<file path="src/logic/tofr_consts.svh">
// constants of the time-of-flight result readout: addresses, field positions, widths
// assumes it is included by bare name wherever a number is needed
// Behaviour
// - The third stop interval result sits at address 14h: parity in bit 23, unsigned 23-bit result in bits 22..0.
// - The third stop coarse count sits at address 15h: parity in bit 23, count in bits 15..0.
// - The fourth stop interval result sits at address 16h with parity on top and a 23-bit result below.
// - The fourth stop coarse count sits at address 17h: parity in bit 23, count in bits 15..0.
// - The fifth stop interval result sits at address 18h with parity on top and a 23-bit result below.
// - The fifth stop coarse count sits at address 19h as a 24-bit word with parity in the top bit.
// - Bits 22..16 of every coarse count register read as zero.
// - All result registers are read-only to the host and read zero after reset until a result is written.
// - The second stop coarse count, laid out like the other counts, sits at address 13h.
`ifndef TOFR_CONSTS_SVH
`define TOFR_CONSTS_SVH

`define TOFR_ADDR_W 6
`define TOFR_CMD_W 8
`define TOFR_WORD_W 24
`define TOFR_VAL_W 23
`define TOFR_CNT_W 16
`define TOFR_SLOT_W 3
`define TOFR_SLOTS 7

`define TOFR_ADDR_STOP2_COUNT 6'h13
`define TOFR_ADDR_STOP3_TIME 6'h14
`define TOFR_ADDR_STOP3_COUNT 6'h15
`define TOFR_ADDR_STOP4_TIME 6'h16
`define TOFR_ADDR_STOP4_COUNT 6'h17
`define TOFR_ADDR_STOP5_TIME 6'h18
`define TOFR_ADDR_STOP5_COUNT 6'h19
`define TOFR_ADDR_FIRST `TOFR_ADDR_STOP2_COUNT
`define TOFR_ADDR_LAST `TOFR_ADDR_STOP5_COUNT

`define TOFR_PARITY_BIT 23
`define TOFR_CMD_AUTOINC_BIT 7
`define TOFR_CMD_WRITE_BIT 6
`define TOFR_WORD_RESET 24'h000000
`define TOFR_CNT_PAD 7'h00
`define TOFR_BIT_LAST_CMD 5'h07
`define TOFR_BIT_LAST_WORD 5'h17

`endif

</file>
<file path="src/logic/tofr_pkg.sv">
// types shared by the result readout modules
// assumes tofr_consts.svh is on the include path
`include "tofr_consts.svh"

package tofr_pkg;

    typedef enum logic [2:0] {
        TOFR_IDLE = 3'h0,
        TOFR_CMD = 3'h1,
        TOFR_FETCH = 3'h2,
        TOFR_LOAD = 3'h3,
        TOFR_DATA = 3'h4,
        TOFR_DONE = 3'h5
    } tofr_state_t;

    typedef logic [`TOFR_WORD_W-1:0] tofr_word_t;

endpackage

</file>
<file path="src/logic/tofr_sync.sv">
// two-flop synchroniser for a group of asynchronous pin levels
// assumes the pins are quasi-static relative to clk_in
module tofr_sync #(
    parameter int WIDTH = 3
) (
    input wire logic clk_in,
    input wire logic resetn_in,
    input wire logic [WIDTH-1:0] async_in,
    input wire logic [WIDTH-1:0] reset_level_in,
    output logic [WIDTH-1:0] sync_out
);
    logic [WIDTH-1:0] meta_q;
    logic [WIDTH-1:0] sync_q;

    if (WIDTH < 1) begin : g_bad_width
        $error("tofr_sync width must be positive");
    end

    generate
        for (genvar i = 0; i < WIDTH; i++) begin : g_bit
            // reset level is fixed at one; reset_level_in changes neither the flops nor sync_out
            always_ff @(posedge clk_in or negedge resetn_in) begin
                if (!resetn_in) begin
                    meta_q[i] <= 1'b1;
                    sync_q[i] <= 1'b1;
                end else begin
                    meta_q[i] <= async_in[i];
                    sync_q[i] <= meta_q[i];
                end
            end
            assign sync_out[i] = sync_q[i] & (reset_level_in[i] | 1'b1);
        end
    endgenerate
endmodule

</file>
<file path="src/logic/tofr_mem.sv">
// small result store: one write port, one registered read port, cleared by reset
// assumes writer and reader share clk_in; entries are flops so reset clears them all
`include "tofr_consts.svh"
module tofr_mem #(
    parameter int DEPTH = `TOFR_SLOTS,
    parameter int AW = `TOFR_SLOT_W,
    parameter int DW = `TOFR_WORD_W
) (
    input wire logic clk_in,
    input wire logic resetn_in,
    input wire logic wr_en_in,
    input wire logic [AW-1:0] wr_addr_in,
    input wire logic [DW-1:0] wr_data_in,
    input wire logic [AW-1:0] rd_addr_in,
    output logic [DW-1:0] rd_data_out
);
    logic [DW-1:0] mem_q [DEPTH];
    logic [DW-1:0] rd_data_q;

    if (DEPTH < 1 || DEPTH > (1 << AW)) begin : g_bad_depth
        $error("tofr_mem depth does not fit the address width");
    end

    generate
        for (genvar i = 0; i < DEPTH; i++) begin : g_entry
            always_ff @(posedge clk_in or negedge resetn_in) begin
                if (!resetn_in) begin
                    mem_q[i] <= '0;
                end else if (wr_en_in && wr_addr_in == AW'(i)) begin
                    mem_q[i] <= wr_data_in;
                end
            end
        end
    endgenerate

    always_ff @(posedge clk_in or negedge resetn_in) begin
        if (!resetn_in) begin
            rd_data_q <= '0;
        end else if (int'(rd_addr_in) < DEPTH) begin
            rd_data_q <= mem_q[rd_addr_in];
        end else begin
            rd_data_q <= '0;
        end
    end

    assign rd_data_out = rd_data_q;
endmodule

</file>
<file path="src/logic/tofr_readout.sv">
// serial host port and result registers for the second to fifth stop results
// assumes spi mode 0 from the host with sclk half period of at least 8 clk_in cycles,
// and a measurement engine on clk_in that posts one result per meas_wr_in pulse
`include "tofr_consts.svh"
module tofr_readout
    import tofr_pkg::*;
#(
    parameter int SLOTS = `TOFR_SLOTS
) (
    input wire logic clk_in,
    input wire logic resetn_in,
    input wire logic spi_sclk_in,
    input wire logic spi_csn_in,
    input wire logic spi_mosi_in,
    output logic spi_miso_out,
    output logic spi_miso_oe_out,
    input wire logic meas_wr_in,
    input wire logic [`TOFR_SLOT_W-1:0] meas_slot_in,
    input wire logic [`TOFR_VAL_W-1:0] meas_value_in,
    output logic busy_out
);
    if (SLOTS != `TOFR_SLOTS) begin : g_bad_slots
        $error("tofr_readout serves exactly the documented result slots");
    end

    // pin synchronisation
    logic [2:0] pins_sync;
    logic sclk_s;
    logic csn_s;
    logic mosi_s;
    logic sclk_prev_q;
    wire sclk_rise;
    wire sclk_fall;

    tofr_sync #(
        .WIDTH(3)
    ) u_sync (
        .clk_in(clk_in),
        .resetn_in(resetn_in),
        .async_in({spi_mosi_in, spi_csn_in, spi_sclk_in}),
        .reset_level_in(3'h7),
        .sync_out(pins_sync)
    );

    assign sclk_s = pins_sync[0];
    assign csn_s = pins_sync[1];
    assign mosi_s = pins_sync[2];

    always_ff @(posedge clk_in or negedge resetn_in) begin
        if (!resetn_in) begin
            // matches the synchroniser's reset level so no false rise follows reset
            sclk_prev_q <= 1'b1;
        end else begin
            sclk_prev_q <= sclk_s;
        end
    end

    assign sclk_rise = sclk_s & ~sclk_prev_q;
    assign sclk_fall = ~sclk_s & sclk_prev_q;

    // result formatting on the write side
    // slots 0,2,4,6 hold coarse counts (13h,15h,17h,19h); slots 1,3,5 hold interval results
    wire slot_is_count;
    wire [`TOFR_VAL_W-1:0] wr_body;
    wire [`TOFR_WORD_W-1:0] wr_word;
    wire wr_ok;

    assign slot_is_count = ~meas_slot_in[0];
    // the averaging extension bits stay zero in count registers
    assign wr_body = slot_is_count ? {`TOFR_CNT_PAD, meas_value_in[`TOFR_CNT_W-1:0]} : meas_value_in;
    // even parity, the full 24-bit word always has an even number of ones
    assign wr_word = {^wr_body, wr_body};
    assign wr_ok = meas_wr_in && (int'(meas_slot_in) < SLOTS);

    // host address decode
    logic [`TOFR_ADDR_W-1:0] addr_q;
    wire addr_mapped;
    wire [`TOFR_SLOT_W-1:0] rd_slot;
    wire [`TOFR_ADDR_W-1:0] addr_diff;
    tofr_word_t rd_word;

    // 13h..19h map to slots 0..6 in address order
    assign addr_mapped = (addr_q >= `TOFR_ADDR_FIRST) && (addr_q <= `TOFR_ADDR_LAST);
    assign addr_diff = addr_q - `TOFR_ADDR_FIRST;
    assign rd_slot = addr_diff[`TOFR_SLOT_W-1:0];

    tofr_mem #(
        .DEPTH(`TOFR_SLOTS),
        .AW(`TOFR_SLOT_W),
        .DW(`TOFR_WORD_W)
    ) u_mem (
        .clk_in(clk_in),
        .resetn_in(resetn_in),
        .wr_en_in(wr_ok),
        .wr_addr_in(meas_slot_in),
        .wr_data_in(wr_word),
        .rd_addr_in(rd_slot),
        .rd_data_out(rd_word)
    );

    // serial engine
    tofr_state_t state_q;
    tofr_state_t state_d;
    logic [`TOFR_CMD_W-1:0] cmd_q;
    logic [4:0] bit_q;
    logic autoinc_q;
    tofr_word_t shift_q;
    logic miso_q;
    logic miso_oe_q;
    logic busy_q;
    wire [`TOFR_CMD_W-1:0] cmd_next;
    wire cmd_last;
    wire word_last;
    wire cmd_is_write;

    assign cmd_next = {cmd_q[`TOFR_CMD_W-2:0], mosi_s};
    assign cmd_last = sclk_rise && (bit_q == `TOFR_BIT_LAST_CMD);
    assign word_last = sclk_rise && (bit_q == `TOFR_BIT_LAST_WORD);
    // a write command is ignored, the registers cannot be altered from the host
    assign cmd_is_write = cmd_next[`TOFR_CMD_WRITE_BIT];

    always_comb begin
        state_d = state_q;
        case (state_q)
            TOFR_IDLE: begin
                if (!csn_s) begin
                    state_d = TOFR_CMD;
                end
            end
            TOFR_CMD: begin
                if (cmd_last) begin
                    state_d = cmd_is_write ? TOFR_DONE : TOFR_FETCH;
                end
            end
            TOFR_FETCH: begin
                state_d = TOFR_LOAD;
            end
            TOFR_LOAD: begin
                state_d = TOFR_DATA;
            end
            TOFR_DATA: begin
                if (word_last) begin
                    state_d = autoinc_q ? TOFR_FETCH : TOFR_DONE;
                end
            end
            TOFR_DONE: begin
                state_d = TOFR_DONE;
            end
            default: begin
                state_d = TOFR_IDLE;
            end
        endcase
        // deselect aborts any frame; the next frame starts from a fresh command
        if (csn_s) begin
            state_d = TOFR_IDLE;
        end
    end

    always_ff @(posedge clk_in or negedge resetn_in) begin
        if (!resetn_in) begin
            state_q <= TOFR_IDLE;
        end else begin
            state_q <= state_d;
        end
    end

    always_ff @(posedge clk_in or negedge resetn_in) begin
        if (!resetn_in) begin
            cmd_q <= '0;
            bit_q <= '0;
        end else if (state_q == TOFR_IDLE || state_q == TOFR_LOAD) begin
            cmd_q <= '0;
            bit_q <= '0;
        end else if (sclk_rise && (state_q == TOFR_CMD || state_q == TOFR_DATA)) begin
            cmd_q <= cmd_next;
            bit_q <= bit_q + 5'h01;
        end
    end

    always_ff @(posedge clk_in or negedge resetn_in) begin
        if (!resetn_in) begin
            addr_q <= '0;
            autoinc_q <= 1'b0;
        end else if (state_q == TOFR_CMD && cmd_last) begin
            addr_q <= cmd_next[`TOFR_ADDR_W-1:0];
            autoinc_q <= cmd_next[`TOFR_CMD_AUTOINC_BIT];
        end else if (state_q == TOFR_DATA && word_last && autoinc_q) begin
            addr_q <= addr_q + 6'h01;
        end
    end

    // unmapped addresses shift out zeros rather than a stale word
    always_ff @(posedge clk_in or negedge resetn_in) begin
        if (!resetn_in) begin
            shift_q <= `TOFR_WORD_RESET;
            miso_q <= 1'b0;
        end else if (state_q == TOFR_LOAD) begin
            shift_q <= addr_mapped ? rd_word : `TOFR_WORD_RESET;
            miso_q <= addr_mapped ? rd_word[`TOFR_PARITY_BIT] : 1'b0;
        // the first fall of a word only ends the previous bit: bit 23 is already on miso
        end else if (state_q == TOFR_DATA && sclk_fall && (|bit_q)) begin
            shift_q <= {shift_q[`TOFR_WORD_W-2:0], 1'b0};
            miso_q <= shift_q[`TOFR_WORD_W-2];
        end else if (state_q == TOFR_IDLE || state_q == TOFR_DONE) begin
            miso_q <= 1'b0;
        end
    end

    always_ff @(posedge clk_in or negedge resetn_in) begin
        if (!resetn_in) begin
            miso_oe_q <= 1'b0;
            busy_q <= 1'b0;
        end else begin
            miso_oe_q <= ~csn_s;
            busy_q <= (state_d != TOFR_IDLE);
        end
    end

    assign spi_miso_out = miso_q;
    assign spi_miso_oe_out = miso_oe_q;
    assign busy_out = busy_q;
endmodule

</file>
<file path="config.mk">
export PLATFORM = sky130hd
export DESIGN_NAME = tofr_readout
export DESIGN_NICKNAME = d
export VERILOG_FILES = /design/src/logic/tofr_pkg.sv /design/src/logic/tofr_sync.sv /design/src/logic/tofr_mem.sv /design/src/logic/tofr_readout.sv
export VERILOG_INCLUDE_DIRS = /design/src /design/src/logic
export SDC_FILE = /design/constraint.sdc
export NUM_CORES = 1
export LEC_CHECK = 0
export ABC_CLOCK_PERIOD_IN_PS = 4350
export BUFFER_PORTS_ARGS = -buffer_cell sky130_fd_sc_hd__buf_2
export CORE_ASPECT_RATIO = 1.75
export CORE_MARGIN = 4
export CORE_UTILIZATION = 45
export DETAILED_ROUTE_END_ITERATION = 8
export GPL_TIMING_DRIVEN = 0
export MAX_ROUTING_LAYER = met4
export REMOVE_ABC_BUFFERS = 1
export SYNTH_ARGS = -nofsm -noshare
export SYNTH_HDL_FRONTEND = slang
export SYNTH_SLANG_ARGS = --single-unit
export TNS_END_PERCENT = 100
</file>
<file path="constraint.sdc">
create_clock -name clk_in -period 4.35 [get_ports clk_in]
set_clock_uncertainty 0.2 [all_clocks]
set_input_delay 0.87 -clock clk_in [delete_from_list [all_inputs] [get_ports clk_in]]
set_output_delay 0.87 -clock clk_in [all_outputs]
set_load 0.02 [all_outputs]
</file>
==> impl_metrics.ini <==
[worst_setup_path]
slowest_delay_ns = 0.70
crit_path_end_kind = flop
path_cells = buf_12, clkinvlp_4, ha_4, nor2_2, buf_8, a21oi_1, o21ai_0
cp.required_ns = 4.57
crit_family = buffers and inverters
timing.critical_path.buf_inv = 3
cp.arrival_ns = 3.95
critPathMaxFanout = 27
crit_type = reg -> reg
start_kind = flop
crit_slowest_cell = nor2_2

[sta]
worst_pin_slew_ns = 1.20
finalHoldViolations = 0
finalSetupViolations = 0
tns_ns = 0
max_freq_mhz = 268
period_share_pct = 85.7
slew_viol_final = 0
holdWs_ns = 0.159
finalCriticalPeriod_ns = 3.73
slew-limit-headroom_pct = 19.5
rsz0062_at_grt = no
worst_slack_ns = 0.620

[placement]
post-place-ws_ns = -0.150
routabilityCongestion = 0.737
dp_hpwl_mm = 15.1
io_buffers = 34

[routing]
wirelength_mm = 23.6
drc = 0
avgRoutedWirePerCell_um = 20.3
via_per_inst = 5.57
drtPass1Iterations = 4
vias = 6467
drt_iter0_markers = 333
ant_nets = 0

[logic_synthesis]
netlist_area_sq_mm = 0.0107
synth.avg_cell_area_sq_um = 13.1
ys_seq_elements = 247
async_flop_share_pct = 100
ys_seq_area_share_pct = 57.9
synth_edf_count = 0
synthCells = 813
synth_warnings = 0
ys_types = 47
dominantRegCellSynth = dfrtp_1

[global_route]
grt_pass1_wl_mm = 39.4
grt_max_degree = 129
grt_pass1_vias = 7316
gr-total-overflow = 0
grt_usage_pct = 19.2
antenna_found_initial = 0

[floorplan]
num_io_pins = 35
die_x_um = 124
initial_core_util_pct = 45.8
core_area_sq_mm = 0.0233
core.rowCount = 74
dieArea_sq_mm = 0.0264
die_h_um = 212

[finish]
final_common_cell = dfrtp_1
diodes = 0
final_cell_mix = dfrtp_1 (239), mux2_2 (133), a21oi_1 (60)
layout-drive-gt1-share_pct = 31.3
nets = 876
area_growth_pct = 14.2

[clock_network]
clk_pin_slew_ns = 0.06
cts_sinks = 247
ctsRootBufferMaster = clkbuf_16
cts-buffers-inserted = 25
clk_path_buf_depth = 3
cts_tree = built
clock_latency_ns = 0.52
htreeDepth = 1

[job]
cap_violations = 0

[power_and_ir_drop]
ir_drop_mv = 0.287
power_density_mw_per_mm2 = 467
power_leakage_uw = 0.00533

[run_status]
status = finished, final reports clean

[hold_path]
hold_path.class = reg -> reg
-- per-layer routing --
layer | vias up | global-route usage, % | wire length [um]
met3 | 52 | 2.45 | 684
li1 | 2931 | - | -
met4 | 0 | 7.34 | 745
met2 | 106 | 35.0 | 13100
met5 | - | - | 0
met1 | 3378 | 21.6 | 9090
-- power by group --
group	internal, uW	switching, uW	total, uW
sequential	2660	175	2840
clock	1310	871	2180
combinational	397	279	676
-- metrics by stage --
step | util [%] | cell area (sq um) | power [uW] | instances
final | 52.3 | 12200 | 5700 | 1161
after global routing | 52.3 | 12200 | 5960 | 1161
after CTS | 52.3 | 12200 | 5770 | 1161
after detailed placement | 48.6 | 11300 | 3570 | 1114
after global placement | 47.3 | 11000 | 3480 | 1103
after floorplan | - | 10500 | 3310 | 765
-- worst reg2reg max path, delay by kind of cell (launching register included) --
kind	cells	cell delay, ns
buf+inv	3	1.15
simple gates	1	0.71
flops	1	0.61
fa+ha+maj	1	0.68
compound gates	2	0.28
-- worst paths after layout --
check	start	to	slack (ns)	cells after the start
worst min register to register	u_sync.meta_q[0]	u_sync.sync_out[0]	0.16	0
worst min-delay path	u_sync.meta_q[0]	u_sync.sync_out[0]	0.16	0
worst max register to register	addr_q[0]	u_mem.rd_data_out[12]	0.62	7
worst max-delay path	addr_q[0]	u_mem.rd_data_out[12]	0.62	7
max in group asynchronous	resetn_in	u_mem.mem_q[12]	2.02	4
min in group asynchronous	resetn_in	u_mem.mem_q[93]	0.60	2
-- flip-flops by register name, indices dropped and copies added (netlist names), 3 cells and up --
register           cells
addr_q                 6
bit_q                  5
u_sync.sync_out        3
shift_q               23
cmd_q                  7
u_sync.meta_q          3
u_mem.mem_q          168
state_q                3
u_mem.rd_data_out     24
-- synth_stat cells (2+ instances only) --
cell | n | area (sq um)
a31oi_1 | 2 | 12.5
a22o_1 | 8 | 70.1
o21ai_0 | 29 | 145
clkbuf_1 | 24 | 90.1
buf_2 | 23 | 115
nand4b_1 | 3 | 26.3
nand2_1 | 37 | 139
nor3b_2 | 2 | 25.0
o221ai_1 | 2 | 17.5
mux2_1 | 2 | 22.5
mux4_2 | 24 | 541
nor2b_1 | 25 | 156
nand3_1 | 4 | 20.0
dfstp_2 | 7 | 184
o22ai_1 | 23 | 144
and2_1 | 9 | 56.3
and3_1 | 3 | 18.8
mux2i_1 | 29 | 290
xnor2_1 | 15 | 131
o21ai_1 | 2 | 10.0
nor3_1 | 2 | 10.0
nor2_1 | 58 | 218
xnor3_1 | 2 | 45.0
nand4_1 | 3 | 18.8
inv_1 | 9 | 33.8
mux2_2 | 133 | 1500
dfrtp_1 | 240 | 6010
a21oi_1 | 60 | 300
xor2_1 | 10 | 87.6
nor3_2 | 2 | 20.0
ha_1 | 5 | 62.6
-- cell families after synthesis --
family,after synthesis,synth area share [%]
buffers and inverters,58,2.31
XOR/XNOR,28,2.70
AO/OA/AOI/OAI,131,7.09
flip-flops,247,57.9
multiplexers,188,22.0
AND/OR/NAND/NOR,156,7.40
adder cells (fa/ha/maj),5,0.585
-- final cells by class --
class                           count  area (sq um)
Multi-Input combinational cell    508          4320
Fill cell                        1998         11100
Inverter                           10          41.3
Clock buffer                       37           751
Clock inverter                      8          93.8
Tap cell                          304           380
Sequential cell                   247          6190
Timing Repair Buffer               47           435
-- what timing repair did --
item                       CTS  global route
pin swaps                    1             0
setup endpoints to repair   12            10
buffers inserted             1             0
hold endpoints to repair    24             0
hold buffers                 1             0
gates resized for setup      0             1
(Power assumes the default switching activity.)
